**src/pkg/irm_pkg.sv**
```systemverilog
package irm_pkg;

  // register byte offsets
  localparam logic [5:0] OFS_CONTROL_ONE     = 6'h00;
  localparam logic [5:0] OFS_CONTROL_TWO     = 6'h04;
  localparam logic [5:0] OFS_OWN_ADDRESS_ONE = 6'h08;
  localparam logic [5:0] OFS_OWN_ADDRESS_TWO = 6'h0C;
  localparam logic [5:0] OFS_DATA_BYTE       = 6'h10;
  localparam logic [5:0] OFS_STATUS_ONE      = 6'h14;
  localparam logic [5:0] OFS_STATUS_TWO      = 6'h18;
  localparam logic [5:0] OFS_BUS_CLOCK_CTRL  = 6'h1C;
  localparam logic [5:0] OFS_RISE_TIME_LIMIT = 6'h20;
  localparam logic [5:0] OFS_GLITCH_FILTER   = 6'h24;
  localparam logic [5:0] OFS_BYTE_COUNT      = 6'h28;

  // writable bit masks; registers hold 16 bits except the data byte, 8 bits, and status one, 13 bits
  localparam logic [15:0] MSK_CONTROL_ONE     = 16'h9FE1;
  localparam logic [15:0] MSK_CONTROL_TWO     = 16'h073F;
  localparam logic [15:0] MSK_OWN_ADDRESS_ONE = 16'h83FF;
  localparam logic [15:0] MSK_OWN_ADDRESS_TWO = 16'h00FF;
  localparam logic [15:0] MSK_DATA_BYTE       = 16'h00FF;
  localparam logic [15:0] MSK_BUS_CLOCK_CTRL  = 16'hCFFF;
  localparam logic [15:0] MSK_RISE_TIME_LIMIT = 16'h003F;
  localparam logic [15:0] MSK_GLITCH_FILTER   = 16'h3FFF;
  localparam logic [15:0] MSK_BYTE_COUNT      = 16'hFFFF;

  // reset values
  localparam logic [15:0] RST_ZERO            = 16'h0000;
  localparam logic [15:0] RST_RISE_TIME_LIMIT = 16'h0002;

  // control_one fields
  localparam int C1_ENABLE    = 0;
  localparam int C1_START_GEN = 8;
  localparam int C1_STOP_GEN  = 9;
  localparam int C1_ACK_EN    = 10;
  localparam int C1_ACK_POS   = 11;
  localparam int C1_PEC_XFER  = 12;

  // control_two fields
  localparam int C2_ERROR_IEN = 8;
  localparam int C2_EVENT_IEN = 9;
  localparam int C2_BUFFER_IEN = 10;

  // status_one fields
  localparam int S1_START_SENT = 0;
  localparam int S1_ADDR_DONE  = 1;
  localparam int S1_BYTE_DONE  = 2;
  localparam int S1_TEN_BIT    = 3;
  localparam int S1_STOP_SEEN  = 4;
  localparam int S1_RX_NEMPTY  = 6;
  localparam int S1_TX_EMPTY   = 7;
  localparam int S1_BUS_ERR    = 8;
  localparam int S1_ARB_LOST   = 9;
  localparam int S1_ACK_FAIL   = 10;
  localparam int S1_OVERRUN    = 11;
  localparam int S1_PEC_ERR    = 12;
  localparam int S1_WIDTH      = 13;
  localparam logic [12:0] S1_ERR_MASK = 13'h1F00;

  // status_two fields
  localparam int S2_CTRL_MODE = 0;
  localparam int S2_BUSY      = 1;
  localparam int S2_TRANSMIT  = 2;
  localparam int S2_GEN_CALL  = 4;
  localparam int S2_DUAL_HIT  = 7;
  localparam int S2_PEC_LSB   = 8;

endpackage

```
**src/logic/irm_irq.sv**
```systemverilog
`timescale 1ns/1ps
module irm_irq (
  // clock and reset
  input  wire logic        pclk,
  input  wire logic        presetn,
  // flags and enables
  input  wire logic [12:0] status_flags,
  input  wire logic        event_interrupt_enable,
  input  wire logic        buffer_interrupt_enable,
  input  wire logic        error_interrupt_enable,
  // request lines
  output logic             event_irq,
  output logic             error_irq
);

  logic plain_evt;
  logic buf_evt;
  logic any_err;

  // flags that need only the event enable
  assign plain_evt = status_flags[irm_pkg::S1_START_SENT]
                   | status_flags[irm_pkg::S1_ADDR_DONE]
                   | status_flags[irm_pkg::S1_TEN_BIT]
                   | status_flags[irm_pkg::S1_STOP_SEEN]
                   | status_flags[irm_pkg::S1_BYTE_DONE];
  // buffer flags also need the buffer enable
  assign buf_evt = buffer_interrupt_enable
                 & (status_flags[irm_pkg::S1_RX_NEMPTY]
                 |  status_flags[irm_pkg::S1_TX_EMPTY]);
  assign any_err = |(status_flags & irm_pkg::S1_ERR_MASK);

  // registered levels, follow the flags with one cycle of lag
  always_ff @(posedge pclk or negedge presetn) begin
    if (!presetn) begin
      event_irq <= 1'b0;
      error_irq <= 1'b0;
    end else begin
      event_irq <= event_interrupt_enable & (plain_evt | buf_evt);
      error_irq <= error_interrupt_enable & any_err;
    end
  end

endmodule

```
**src/logic/irm_regs.sv**
```systemverilog
// Decided for this implementation: register access over APB.
`timescale 1ns/1ps
// How it works
// event line: events enabled and start, addr, header, stop or byte set.
// the address flag sets on a sent address or a matched own address.
// rx-not-empty and tx-empty need both event and buffer enables.
// all seven qualified event flags are ORed onto one event line.
// the five error flags are ORed onto an error line gated by its enable.
// halfword and word accesses give identical register behaviour.
// a mismatched acknowledge sets ack-failure, raising the error line.
// each line is a level: high while a qualified flag is set.
module irm_regs (
  // clock and reset
  input  wire logic        pclk,
  input  wire logic        presetn,
  // apb slave
  input  wire logic        psel,
  input  wire logic        penable,
  input  wire logic        pwrite,
  input  wire logic [31:0] paddr,
  input  wire logic [31:0] pwdata,
  input  wire logic [3:0]  pstrb,
  output logic [31:0]      prdata,
  output logic             pready,
  output logic             pslverr,
  // event pulses from the serial engine
  input  wire logic        ev_start_sent,
  input  wire logic        ev_addr_sent,
  input  wire logic        ev_addr_match,
  input  wire logic        ev_ten_bit_sent,
  input  wire logic        ev_stop_seen,
  input  wire logic        ev_byte_done,
  input  wire logic        ev_rx_loaded,
  input  wire logic        ev_tx_taken,
  input  wire logic        ev_bus_error,
  input  wire logic        ev_arb_lost,
  input  wire logic        ev_ack_mismatch,
  input  wire logic        ev_overrun,
  input  wire logic        ev_pec_error,
  input  wire logic        ev_start_done,
  input  wire logic        ev_pec_done,
  // received byte and engine state
  input  wire logic [7:0]  rx_byte,
  input  wire logic        st_ctrl_mode,
  input  wire logic        st_busy,
  input  wire logic        st_transmit,
  input  wire logic        st_gen_call,
  input  wire logic        st_dual_hit,
  input  wire logic [7:0]  st_pec_value,
  // settings towards the serial engine
  output logic [15:0]      control_one,
  output logic [15:0]      control_two,
  output logic [15:0]      own_address_one,
  output logic [15:0]      own_address_two,
  output logic [7:0]       tx_byte,
  output logic [15:0]      bus_clock_control,
  output logic [15:0]      rise_time_limit,
  output logic [15:0]      glitch_filter_control,
  output logic [15:0]      byte_count_control,
  // interrupt lines
  output logic             event_irq,
  output logic             error_irq
);

  logic [15:0] ctrl1_q;
  logic [15:0] ctrl2_q;
  logic [15:0] oadr1_q;
  logic [15:0] oadr2_q;
  logic [7:0]  txb_q;
  logic [7:0]  rxb_q;
  logic [15:0] clk_q;
  logic [15:0] rise_q;
  logic [15:0] filt_q;
  logic [15:0] bcnt_q;
  logic [12:0] sts1_q;
  logic [12:0] sts1_d;
  logic        armed_q;
  logic        setup;
  logic        access;
  logic        wr;
  logic        rd;
  logic [5:0]  ofs;
  logic        mapped;
  logic [15:0] sts2_view;

  // merge byte lanes into a 16-bit register, keeping read-only bits
  function automatic logic [15:0] merge(input logic [15:0] old,
                                         input logic [31:0] wd,
                                         input logic [3:0]  st,
                                         input logic [15:0] msk);
    logic [15:0] nv;
    nv = old;
    if (st[0]) begin
      nv[7:0] = wd[7:0];
    end
    if (st[1]) begin
      nv[15:8] = wd[15:8];
    end
    merge = (nv & msk) | (old & ~msk);
  endfunction

  // upper lanes carry no bits, so a halfword and a word write match
  function automatic logic hit(input logic [5:0] a, input logic [5:0] r);
    hit = (a == r);
  endfunction

  // apb decode; access phase completes in one cycle
  assign setup  = psel & ~penable;
  assign access = psel & penable;
  assign ofs    = paddr[5:0];
  assign wr     = access & pwrite & ~pslverr;
  assign rd     = access & ~pwrite & ~pslverr;
  assign pready = 1'b1;
  assign mapped = (paddr[31:6] == 26'h0000000) && (ofs[1:0] == 2'b00)
                && (ofs <= irm_pkg::OFS_BYTE_COUNT);

  assign sts2_view = {st_pec_value, st_dual_hit, 2'b00, st_gen_call,
                      1'b0, st_transmit, st_busy, st_ctrl_mode};

  // read data and error are captured in setup, stable through access
  always_ff @(posedge pclk or negedge presetn) begin
    if (!presetn) begin
      prdata  <= 32'h00000000;
      pslverr <= 1'b0;
    end else if (setup) begin
      pslverr <= ~mapped;
      prdata  <= 32'h00000000;
      unique case (ofs)
        irm_pkg::OFS_CONTROL_ONE:     prdata[15:0] <= ctrl1_q;
        irm_pkg::OFS_CONTROL_TWO:     prdata[15:0] <= ctrl2_q;
        irm_pkg::OFS_OWN_ADDRESS_ONE: prdata[15:0] <= oadr1_q;
        irm_pkg::OFS_OWN_ADDRESS_TWO: prdata[15:0] <= oadr2_q;
        irm_pkg::OFS_DATA_BYTE:       prdata[7:0]  <= rxb_q;
        irm_pkg::OFS_STATUS_ONE:      prdata[12:0] <= sts1_q;
        irm_pkg::OFS_STATUS_TWO:      prdata[15:0] <= sts2_view;
        irm_pkg::OFS_BUS_CLOCK_CTRL:  prdata[15:0] <= clk_q;
        irm_pkg::OFS_RISE_TIME_LIMIT: prdata[15:0] <= rise_q;
        irm_pkg::OFS_GLITCH_FILTER:   prdata[15:0] <= filt_q;
        irm_pkg::OFS_BYTE_COUNT:      prdata[15:0] <= bcnt_q;
        default:                      prdata       <= 32'h00000000;
      endcase
    end
  end

  // control one: software writes, hardware clears the one-shot bits
  always_ff @(posedge pclk or negedge presetn) begin
    if (!presetn) begin
      ctrl1_q <= irm_pkg::RST_ZERO;
    end else begin
      if (wr && hit(ofs, irm_pkg::OFS_CONTROL_ONE)) begin
        ctrl1_q <= merge(ctrl1_q, pwdata, pstrb, irm_pkg::MSK_CONTROL_ONE);
      end else begin
        if (ev_start_done) begin
          ctrl1_q[irm_pkg::C1_START_GEN] <= 1'b0;
        end
        if (ev_stop_seen) begin
          ctrl1_q[irm_pkg::C1_STOP_GEN] <= 1'b0;
        end
        if (ev_pec_done || ev_stop_seen || ev_start_done) begin
          ctrl1_q[irm_pkg::C1_PEC_XFER] <= 1'b0;
        end
        // disabling the block drops the per-transfer bits
        if (!ctrl1_q[irm_pkg::C1_ENABLE]) begin
          ctrl1_q[irm_pkg::C1_START_GEN] <= 1'b0;
          ctrl1_q[irm_pkg::C1_ACK_EN]    <= 1'b0;
          ctrl1_q[irm_pkg::C1_ACK_POS]   <= 1'b0;
          ctrl1_q[irm_pkg::C1_PEC_XFER]  <= 1'b0;
        end
      end
    end
  end

  // plain configuration registers
  always_ff @(posedge pclk or negedge presetn) begin
    if (!presetn) begin
      ctrl2_q <= irm_pkg::RST_ZERO;
      oadr1_q <= irm_pkg::RST_ZERO;
      oadr2_q <= irm_pkg::RST_ZERO;
      clk_q   <= irm_pkg::RST_ZERO;
      rise_q  <= irm_pkg::RST_RISE_TIME_LIMIT;
      filt_q  <= irm_pkg::RST_ZERO;
      bcnt_q  <= irm_pkg::RST_ZERO;
    end else if (wr) begin
      if (hit(ofs, irm_pkg::OFS_CONTROL_TWO)) begin
        ctrl2_q <= merge(ctrl2_q, pwdata, pstrb, irm_pkg::MSK_CONTROL_TWO);
      end
      if (hit(ofs, irm_pkg::OFS_OWN_ADDRESS_ONE)) begin
        oadr1_q <= merge(oadr1_q, pwdata, pstrb,
                         irm_pkg::MSK_OWN_ADDRESS_ONE);
      end
      if (hit(ofs, irm_pkg::OFS_OWN_ADDRESS_TWO)) begin
        oadr2_q <= merge(oadr2_q, pwdata, pstrb,
                         irm_pkg::MSK_OWN_ADDRESS_TWO);
      end
      if (hit(ofs, irm_pkg::OFS_BUS_CLOCK_CTRL)) begin
        clk_q <= merge(clk_q, pwdata, pstrb, irm_pkg::MSK_BUS_CLOCK_CTRL);
      end
      if (hit(ofs, irm_pkg::OFS_RISE_TIME_LIMIT)) begin
        rise_q <= merge(rise_q, pwdata, pstrb,
                        irm_pkg::MSK_RISE_TIME_LIMIT);
      end
      if (hit(ofs, irm_pkg::OFS_GLITCH_FILTER)) begin
        filt_q <= merge(filt_q, pwdata, pstrb, irm_pkg::MSK_GLITCH_FILTER);
      end
      if (hit(ofs, irm_pkg::OFS_BYTE_COUNT)) begin
        bcnt_q <= merge(bcnt_q, pwdata, pstrb, irm_pkg::MSK_BYTE_COUNT);
      end
    end
  end

  // data byte: transmit side written by software, receive side by engine
  always_ff @(posedge pclk or negedge presetn) begin
    if (!presetn) begin
      txb_q <= 8'h00;
      rxb_q <= 8'h00;
    end else begin
      if (wr && hit(ofs, irm_pkg::OFS_DATA_BYTE) && pstrb[0]) begin
        txb_q <= pwdata[7:0];
      end
      // an overrun keeps the unread byte, the new one is dropped
      if (ev_rx_loaded && !sts1_q[irm_pkg::S1_RX_NEMPTY]) begin
        rxb_q <= rx_byte;
      end
    end
  end

  // a status one read arms the two-step clears of the event flags
  always_ff @(posedge pclk or negedge presetn) begin
    if (!presetn) begin
      armed_q <= 1'b0;
    end else if (rd && hit(ofs, irm_pkg::OFS_STATUS_ONE)) begin
      armed_q <= 1'b1;
    end else if (access && !hit(ofs, irm_pkg::OFS_STATUS_ONE)) begin
      armed_q <= 1'b0;
    end
  end

  // status one next value: clears first, sets last so an event wins
  always_comb begin
    logic dat_wr;
    logic dat_rd;
    logic s2_rd;
    logic c1_wr;
    dat_wr = wr && hit(ofs, irm_pkg::OFS_DATA_BYTE);
    dat_rd = rd && hit(ofs, irm_pkg::OFS_DATA_BYTE);
    s2_rd  = rd && hit(ofs, irm_pkg::OFS_STATUS_TWO);
    c1_wr  = wr && hit(ofs, irm_pkg::OFS_CONTROL_ONE);
    sts1_d = sts1_q;
    if (armed_q && dat_wr) begin
      sts1_d[irm_pkg::S1_START_SENT] = 1'b0;
      sts1_d[irm_pkg::S1_TEN_BIT]    = 1'b0;
    end
    if (armed_q && s2_rd) begin
      sts1_d[irm_pkg::S1_ADDR_DONE] = 1'b0;
    end
    if (armed_q && c1_wr) begin
      sts1_d[irm_pkg::S1_STOP_SEEN] = 1'b0;
    end
    if (armed_q && (dat_wr || dat_rd)) begin
      sts1_d[irm_pkg::S1_BYTE_DONE] = 1'b0;
    end
    if (dat_rd) begin
      sts1_d[irm_pkg::S1_RX_NEMPTY] = 1'b0;
    end
    if (dat_wr) begin
      sts1_d[irm_pkg::S1_TX_EMPTY] = 1'b0;
    end
    // error flags clear where software writes a zero
    if (wr && hit(ofs, irm_pkg::OFS_STATUS_ONE) && pstrb[1]) begin
      sts1_d = sts1_d & (~irm_pkg::S1_ERR_MASK | pwdata[12:0]);
    end
    if (ev_start_sent) begin
      sts1_d[irm_pkg::S1_START_SENT] = 1'b1;
    end
    if (ev_addr_sent || ev_addr_match) begin
      sts1_d[irm_pkg::S1_ADDR_DONE] = 1'b1;
    end
    if (ev_ten_bit_sent) begin
      sts1_d[irm_pkg::S1_TEN_BIT] = 1'b1;
    end
    if (ev_stop_seen) begin
      sts1_d[irm_pkg::S1_STOP_SEEN] = 1'b1;
    end
    if (ev_byte_done) begin
      sts1_d[irm_pkg::S1_BYTE_DONE] = 1'b1;
    end
    if (ev_rx_loaded) begin
      sts1_d[irm_pkg::S1_RX_NEMPTY] = 1'b1;
    end
    if (ev_tx_taken) begin
      sts1_d[irm_pkg::S1_TX_EMPTY] = 1'b1;
    end
    if (ev_bus_error) begin
      sts1_d[irm_pkg::S1_BUS_ERR] = 1'b1;
    end
    if (ev_arb_lost) begin
      sts1_d[irm_pkg::S1_ARB_LOST] = 1'b1;
    end
    if (ev_ack_mismatch) begin
      sts1_d[irm_pkg::S1_ACK_FAIL] = 1'b1;
    end
    if (ev_overrun) begin
      sts1_d[irm_pkg::S1_OVERRUN] = 1'b1;
    end
    if (ev_pec_error) begin
      sts1_d[irm_pkg::S1_PEC_ERR] = 1'b1;
    end
  end

  always_ff @(posedge pclk or negedge presetn) begin
    if (!presetn) begin
      sts1_q <= 13'h0000;
    end else begin
      sts1_q <= sts1_d;
    end
  end

  // two request lines, gated by the control two enables
  irm_irq u_irq (
    .pclk                    (pclk),
    .presetn                 (presetn),
    .status_flags            (sts1_q),
    .event_interrupt_enable  (ctrl2_q[irm_pkg::C2_EVENT_IEN]),
    .buffer_interrupt_enable (ctrl2_q[irm_pkg::C2_BUFFER_IEN]),
    .error_interrupt_enable  (ctrl2_q[irm_pkg::C2_ERROR_IEN]),
    .event_irq               (event_irq),
    .error_irq               (error_irq)
  );

  // settings out to the engine
  assign control_one           = ctrl1_q;
  assign control_two           = ctrl2_q;
  assign own_address_one       = oadr1_q;
  assign own_address_two       = oadr2_q;
  assign tx_byte               = txb_q;
  assign bus_clock_control     = clk_q;
  assign rise_time_limit       = rise_q;
  assign glitch_filter_control = filt_q;
  assign byte_count_control    = bcnt_q;

endmodule

```
**config.mk**
```make
export PLATFORM = sky130hd
export DESIGN_NAME = irm_regs
export DESIGN_NICKNAME = d
export VERILOG_FILES = /design/src/pkg/irm_pkg.sv /design/src/logic/irm_irq.sv /design/src/logic/irm_regs.sv
export SDC_FILE = /design/constraint.sdc
export NUM_CORES = 1
export LEC_CHECK = 0
export BUFFER_PORTS_ARGS = -buffer_cell sky130_fd_sc_hd__buf_2
export CAP_MARGIN = 15
export CELL_PAD_IN_SITES_DETAIL_PLACEMENT = 0
export CELL_PAD_IN_SITES_GLOBAL_PLACEMENT = 1
export CORE_ASPECT_RATIO = 2
export CORE_UTILIZATION = 40
export CTS_CLUSTER_DIAMETER = 40
export DETAILED_ROUTE_END_ITERATION = 10
export PLACE_DENSITY = 0.84
export SLEW_MARGIN = 25
export SYNTH_ARGS = -nofsm -noshare
export SYNTH_HDL_FRONTEND = slang
export SYNTH_SLANG_ARGS = --single-unit
export TNS_END_PERCENT = 1
```
**constraint.sdc**
```tcl
create_clock -name pclk -period 2.5 [get_ports pclk]
set_input_delay 0.25 -clock pclk [delete_from_list [all_inputs] [get_ports pclk]]
set_output_delay 0.25 -clock pclk [all_outputs]
set_load 0.01 [all_outputs]
```
==> run metrics, run 1 <==
outcome finished clean; Avg WL per Cell ~21 um; Leakage Power 4.585 nW; Final period util 0.8378; slowest stage cell on the critical path sky130_fd_sc_hd__and2_1; end point of the worst hold path sts1_q[3]; remaining antenna violation count after routing 0; Ports 281; endpoint type of the worst setup path flip-flop; arrival time at the worst endpoint roughly 2.4 ns; design area 8652 um2; hold path start ev_ten_bit_sent; full die area 17320 um2; Internal between 0.004 and 0.005 W; diode insertion count for antenna repair 0; Max stage delay on crit path 0.46 ns; sequential area share after synthesis 0.5077; Setup TNS Final 0 ns; antenna violations before repair 0; clock skew 0.009975 ns; Avg Cell Area, Syn around 12 um2; highest fanout seen on the critical path 9; setup repair after global routing missed its margin no; #FFs+latches synth approximately 140; final routed DRC violation total 0; critical path required time 2.79 ns; slack of the worst reg-to-reg path 0.41 ns; instance count of the mapped netlist 565; commonest non-fill, non-tap cells in the layout sky130_fd_sc_hd__buf_2 (204), sky130_fd_sc_hd__dfrtp_1 (135), sky130_fd_sc_hd__mux2_2 (86); Worst R2R Start pslverr; cells on worst reg2reg path 4; dominant cell type by area after synthesis sky130_fd_sc_hd__dfrtp_1; highest ir drop seen on vdd 382.4 uV; wire length of the first global-routing pass 32970 um; clock tree root driver cell sky130_fd_sc_hd__clkbuf_16; buffer depth of the longest clock path 2; count of routing violations after the opening detailed-route iteration 292; total net switching power 0.001182 W; placer's final routability congestion estimate between 0.9 and 1; Post-Route WL 22020 um; measured slew at the worst slew-check pin 0.6481 ns; pwr dens 603.3 nW/um2; worst hold path class in2reg; cell area after placement 8006 um2; most common library cell in the layout ignoring fill and taps sky130_fd_sc_hd__buf_2; Buffers on Ports 205; Relative slew margins 0.5671; clock network latency to the later pin of the worst-skew pair 0.42 ns; switching power as a share of total power 0.2265; effective utilization at floorplan 0.4101; met1 track utilization from global routing 0.2611; combinational cell fraction of total power 0.064; Setup Fix Bufs, Post-CTS 0; largest net degree at the start of global routing 57; layer with the highest usage met2; count of standard-cell rows 66; Fmax 0.4774 GHz; Detail Placement HPWL 17450 um; Post-Syn Area ~6700 um2; vias in the first global route 5733; crit start category flip-flop; share of total power in the clock network 0.506; endpoint of the lowest-slack register-to-register path control_one[0]; leading post-synthesis cells by cell area sky130_fd_sc_hd__dfrtp_1 (50%), sky130_fd_sc_hd__mux2_2 (14%), sky130_fd_sc_hd__buf_4 (6.9%), sky130_fd_sc_hd__nand2_1 (2.1%), sky130_fd_sc_hd__a22oi_1 (2.0%); nets@finish 919; first-pass iteration count of the detailed router 5; portion of synthesized cell area occupied by the leading cell type 0.5038; number of distinct library cells after synthesis 60; area grow syn2layout 29.04%; yosys warns 0; Synth Flop Type sky130_fd_sc_hd__dfrtp_1; number of buffers created by CTS 17; met3 GRT Util 0.04351; global routing usage on met2 0.4926; number of cells traversed by the worst hold path 2; floorplan core area 16350 um2; setup violation total in the final timing report 0; series of cell instances along the critical path and4b_1 > and2_1 > nand2_1 > mux2_2; Max-cap violations 0; share of final-layout standard cells stronger than drive strength 1 0.4642; share of flip-flops with an asynchronous set or reset after synthesis 1.000; Clock transition at path regs 0.06 ns; number of hold violations in the final report 0; CTS tree done; Vias/cell around 5.4; H-tree level count 4; total overflow reported by the global router 0; sequential power share 0.430; DR vias 5505; number of synthesized flops with an enable pin 0; critical setup path kind reg2reg; global routing usage summed across all routing layers 0.2658; Chip Width 93.55 um; CTS sink count 136; floorplan die height 185.1 um; post-route minimum period 2.095 ns; Final Max Tran Viols 0
[per-stage QoR]
step                      hold slack (ns)  std cells    util  power [W]  setup slack, ns
after floorplan                  -0.04559        620       -   0.002465           0.6538
after global placement             0.2022        993  0.4897   0.002609           0.2792
after detailed placement           0.2034        993  0.4897   0.002613           0.2480
after CTS                        0.003208       1027  0.5292   0.005272           0.3682
after global routing              0.02125       1027  0.5292   0.005394           0.2901
final                             0.01815       1027  0.5292   0.005220           0.4055
[cell usage after synthesis, drive strengths merged, types with 5 or more instances]
cell type / count
a21o: 10
a21oi: 5
a221oi: 7
a222oi: 5
a22o: 11
a22oi: 18
and2: 5
buf: 72
clkbuf: 7
dfrtp: 135
mux2: 103
mux2i: 11
nand2: 43
nand2b: 8
nand3: 10
nand4: 5
nor2: 24
nor2b: 6
nor3: 13
nor4: 8
o21ai: 17
[power by group through the flow]
| stage | combinational [W] | sequential [W] | clock [W] |
|---|---|---|---|
| floorplan | 0.000192 | 0.00227 | 0 |
| global route | 0.000366 | 0.00224 | 0.00278 |
| detailed placement | 0.000330 | 0.00228 | 0 |
| global placement | 0.000326 | 0.00228 | 0 |
| finish | 0.000332 | 0.00224 | 0.00264 |
| CTS | 0.000334 | 0.00224 | 0.00269 |
[state kept, by name (all words and copies together) (netlist names), 6 cells and up]
register	flops
bus_clock_control	14
rxb_q	8
prdata	16
sts1_q	12
control_two	9
glitch_filter_control	14
rise_time_limit	6
own_address_one	11
tx_byte	8
own_address_two	8
control_one	10
byte_count_control	16
[cells by family after synthesis]
family | count (synthesis) | synth area share
flops | 136 | 0.5077
simple gates | 136 | 0.1103
mux | 114 | 0.1928
compound gates | 96 | 0.1064
buf+inv | 81 | 0.08173
other cells | 2 | 0.001120
[how the worst max path moves through the flow]
stage,start,end,slack [ns],depth (start not counted)
6_report,pslverr,control_one[0],0.41,4
3_5_place_dp,paddr[2],byte_count_control[1],0.25,6
2_1_floorplan,paddr[3],control_two[0],0.65,5
3_3_place_gp,paddr[2],byte_count_control[3],0.28,6
5_1_grt,pslverr,control_one[0],0.29,4
4_1_cts,pslverr,control_one[0],0.37,4
[metal layers]
layer,up-vias,part of all wire
li1,2459,-
met1,2712,0.34
met2,263,0.55
met3,71,0.045
met4,0,0.070
met5,-,0
[cell type report]
cell class | count | area, um2
clock buffer | 21 | 450.4
clock inverter | 11 | 175.2
multi-input combinational | 403 | 2959
sequential | 136 | 3405
timing repair buffer | 250 | 1400
fill | 1522 | 7699
inverter | 2 | 7.507
tap | 204 | 255.2
[worst max-delay path: cells and delay by family, from the launching register on]
kind	cells	cell delay, ns
and+or+nand+nor	3	1.18
DFF	1	0.42
muxes	1	0.38
[timing repair]
item / 4_1_cts / 5_1_grt
hold buffers: 2 / 0
hold endpoints to repair: 45 / 0
resized for setup: 0 / 0
Note: power is estimated with default switching activity, not from simulation.
==> run 2: changes to the inputs <==
--- a/config.mk
+++ b/config.mk
@@ -10,10 +10,10 @@
 export CELL_PAD_IN_SITES_DETAIL_PLACEMENT = 0
 export CELL_PAD_IN_SITES_GLOBAL_PLACEMENT = 1
 export CORE_ASPECT_RATIO = 2
-export CORE_UTILIZATION = 40
+export CORE_UTILIZATION = 33
 export CTS_CLUSTER_DIAMETER = 40
 export DETAILED_ROUTE_END_ITERATION = 10
-export PLACE_DENSITY = 0.84
+export PLACE_DENSITY = 0.73
 export SLEW_MARGIN = 25
 export SYNTH_ARGS = -nofsm -noshare
 export SYNTH_HDL_FRONTEND = slang
==> constraint.sdc (replaced) <==
create_clock -name pclk -period 1.9 [get_ports pclk]
set_input_delay 0.19 -clock pclk [delete_from_list [all_inputs] [get_ports pclk]]
set_output_delay 0.19 -clock pclk [all_outputs]
set_load 0.01 [all_outputs]
==> run metrics, run 2 (synthesis gave the netlist of run 1 again) <==
pwr dens 767.5 nW/um2; highest fanout seen on the critical path 9; Detail Placement HPWL 18970 um; H-tree level count 4; post-route minimum period 1.749 ns; Setup Fix Bufs, Post-CTS 0; vias in the first global route 5833; final routed DRC violation total 0; Max stage delay on crit path 0.37 ns; slowest stage cell on the critical path sky130_fd_sc_hd__dfrtp_1; nets@finish 966; full die area approximately 21000 um2; largest net degree at the start of global routing 57; total overflow reported by the global router 0; number of buffers created by CTS 17; floorplan core area roughly 20000 um2; arrival time at the worst endpoint 2.04 ns; Leakage Power 4.832 nW; antenna violations before repair 0; clock tree root driver cell sky130_fd_sc_hd__clkbuf_16; Ports around 280; number of standard cells in the final layout excluding fillers 1132; number of hold violations in the final report 0; clock network latency to the later pin of the worst-skew pair 0.42 ns; Buffers on Ports 205; Final Max Tran Viols 0; critical setup path kind reg2reg; critical path required time about 2.2 ns; number of buffer and inverter instances along the worst setup path 1; most common library cell in the layout ignoring fill and taps sky130_fd_sc_hd__buf_2; wire length of the first global-routing pass 35220 um; setup violation total in the final timing report 0; worst hold path class in2reg; buffer depth of the longest clock path 2; Chip Width 102.8 um; area grow syn2layout 36.82%; Clock transition at path regs about 0.06 ns; Largest delay share family, worst path simple AND/OR/NAND/NOR gates; placer's final routability congestion estimate 0.9669; setup repair after global routing missed its margin no; effective utilization at floorplan 0.3367; series of cell instances along the critical path and4b_1 > and2_1 > buf_12 > nand2_2 > mux2_1; CTS sink count about 140; Avg WL per Cell between 20 and 25 um; global routing usage summed across all routing layers 0.2383; DR vias 5636; remaining antenna violation count after routing 0; commonest non-fill, non-tap cells in the layout sky130_fd_sc_hd__buf_2 (204), sky130_fd_sc_hd__dfrtp_1 (135), sky130_fd_sc_hd__mux2_2 (86); highest ir drop seen on vdd 406.1 uV; count of routing violations after the opening detailed-route iteration 199; overall power of the completed layout a little over 0.007 W; Final period util 0.9203; Relative slew margins 0.5174; outcome finished clean; Post-Route WL 24060 um; first-pass iteration count of the detailed router 6; Vias/cell 4.979; crit start category flip-flop; diode insertion count for antenna repair 0; endpoint type of the worst setup path flip-flop; floorplan die height 203.6 um; clock skew just under 0.01 ns; count of standard-cell rows 73; Fmax 0.5719 GHz; Post-Place Cells 1082; CTS tree done; share of final-layout standard cells stronger than drive strength 1 0.4770; measured slew at the worst slew-check pin about 0.72 ns; Max-cap violations 0; Core Util, Final 0.4607
==> run 2: cell types whose count changed in the layout (fill, tap and decap cells not counted), sizes merged <==
cell | before | now
buf | 248 | 279
dlygate4sd3 | 2 | 18
clkbuf | 21 | 22
clkinv | 2 | 1
clkinvlp | 5 | 4
inv | 2 | 3
==> run 2: path summary, 6_finish.rpt <==
path	from	endpoint	slack, ns	depth (start not counted)
setup / recovery	pslverr	byte_count_control[4]	0.15	5
hold reg to reg	prdata[14]	prdata[14]	0.48	1
max in group asynchronous	presetn	rise_time_limit[1]	0.94	3
min in group asynchronous	presetn	prdata[13]	0.27	2
hold / removal	rx_byte[6]	rxb_q[6]	0.02	2
setup reg to reg	pslverr	byte_count_control[4]	0.15	5
==> run 2: repair_timing <==
item                                   in CTS  in global routing
endpoints found under the hold margin      57                  0
setup endpoints to repair                   6                  0
hold buffers                               18                  0
gates resized for setup                     1                  0
==> run 2: layout make-up <==
cell class	count	area, um2
Clock buffer	22	474.2
Fill cell	1960	10740
Inverter	2	7.507
Sequential cell	136	3405
Timing Repair Buffer	297	1831
Multi-Input combinational cell	403	2962
Clock inverter	10	167.7
Tap cell	262	327.8
==> run 2: per-stage QoR <==
| stage | hold WS, ns | cell area, um2 | setup slack, ns | setup TNS (ns) |
|---|---|---|---|---|
| final | 0.02115 | 9174 | 0.1515 | 0 |
| after global routing | 0.007467 | 9174 | 0.05272 | 0 |
| after CTS | 0.001470 | 9174 | 0.1069 | 0 |
| after detailed placement | 0.1456 | 8349 | -0.4794 | -15.75 |
| after global placement | 0.1399 | 8349 | -0.3615 | -12.15 |
| after floorplan | -0.1056 | 6912 | 0.1138 | 0 |
==> run 2: worst register-to-register path: stages (launching register included) <==
cell                      delay [ns]
sky130_fd_sc_hd__dfrtp_1        0.37
sky130_fd_sc_hd__and4b_1        0.33
sky130_fd_sc_hd__and2_1         0.22
sky130_fd_sc_hd__buf_12         0.15
sky130_fd_sc_hd__nand2_2        0.20
sky130_fd_sc_hd__mux2_1         0.37
==> run 2: power by group <==
part           switching [W]  internal (W)
Combinational       0.000304      0.000197
Clock                0.00128       0.00231
Sequential         0.0000312       0.00292
Total                0.00161       0.00543
==> run 2: layer usage <==
metal / vias up / GRT usage / wire, um
met2: 241 / 0.4345 / 13230
met4: 0 / 0.1655 / 1552
li1: 2551 / - / -
met1: 2778 / 0.2399 / 8249
met3: 66 / 0.03496 / 1029
met5: - / 0 / 0
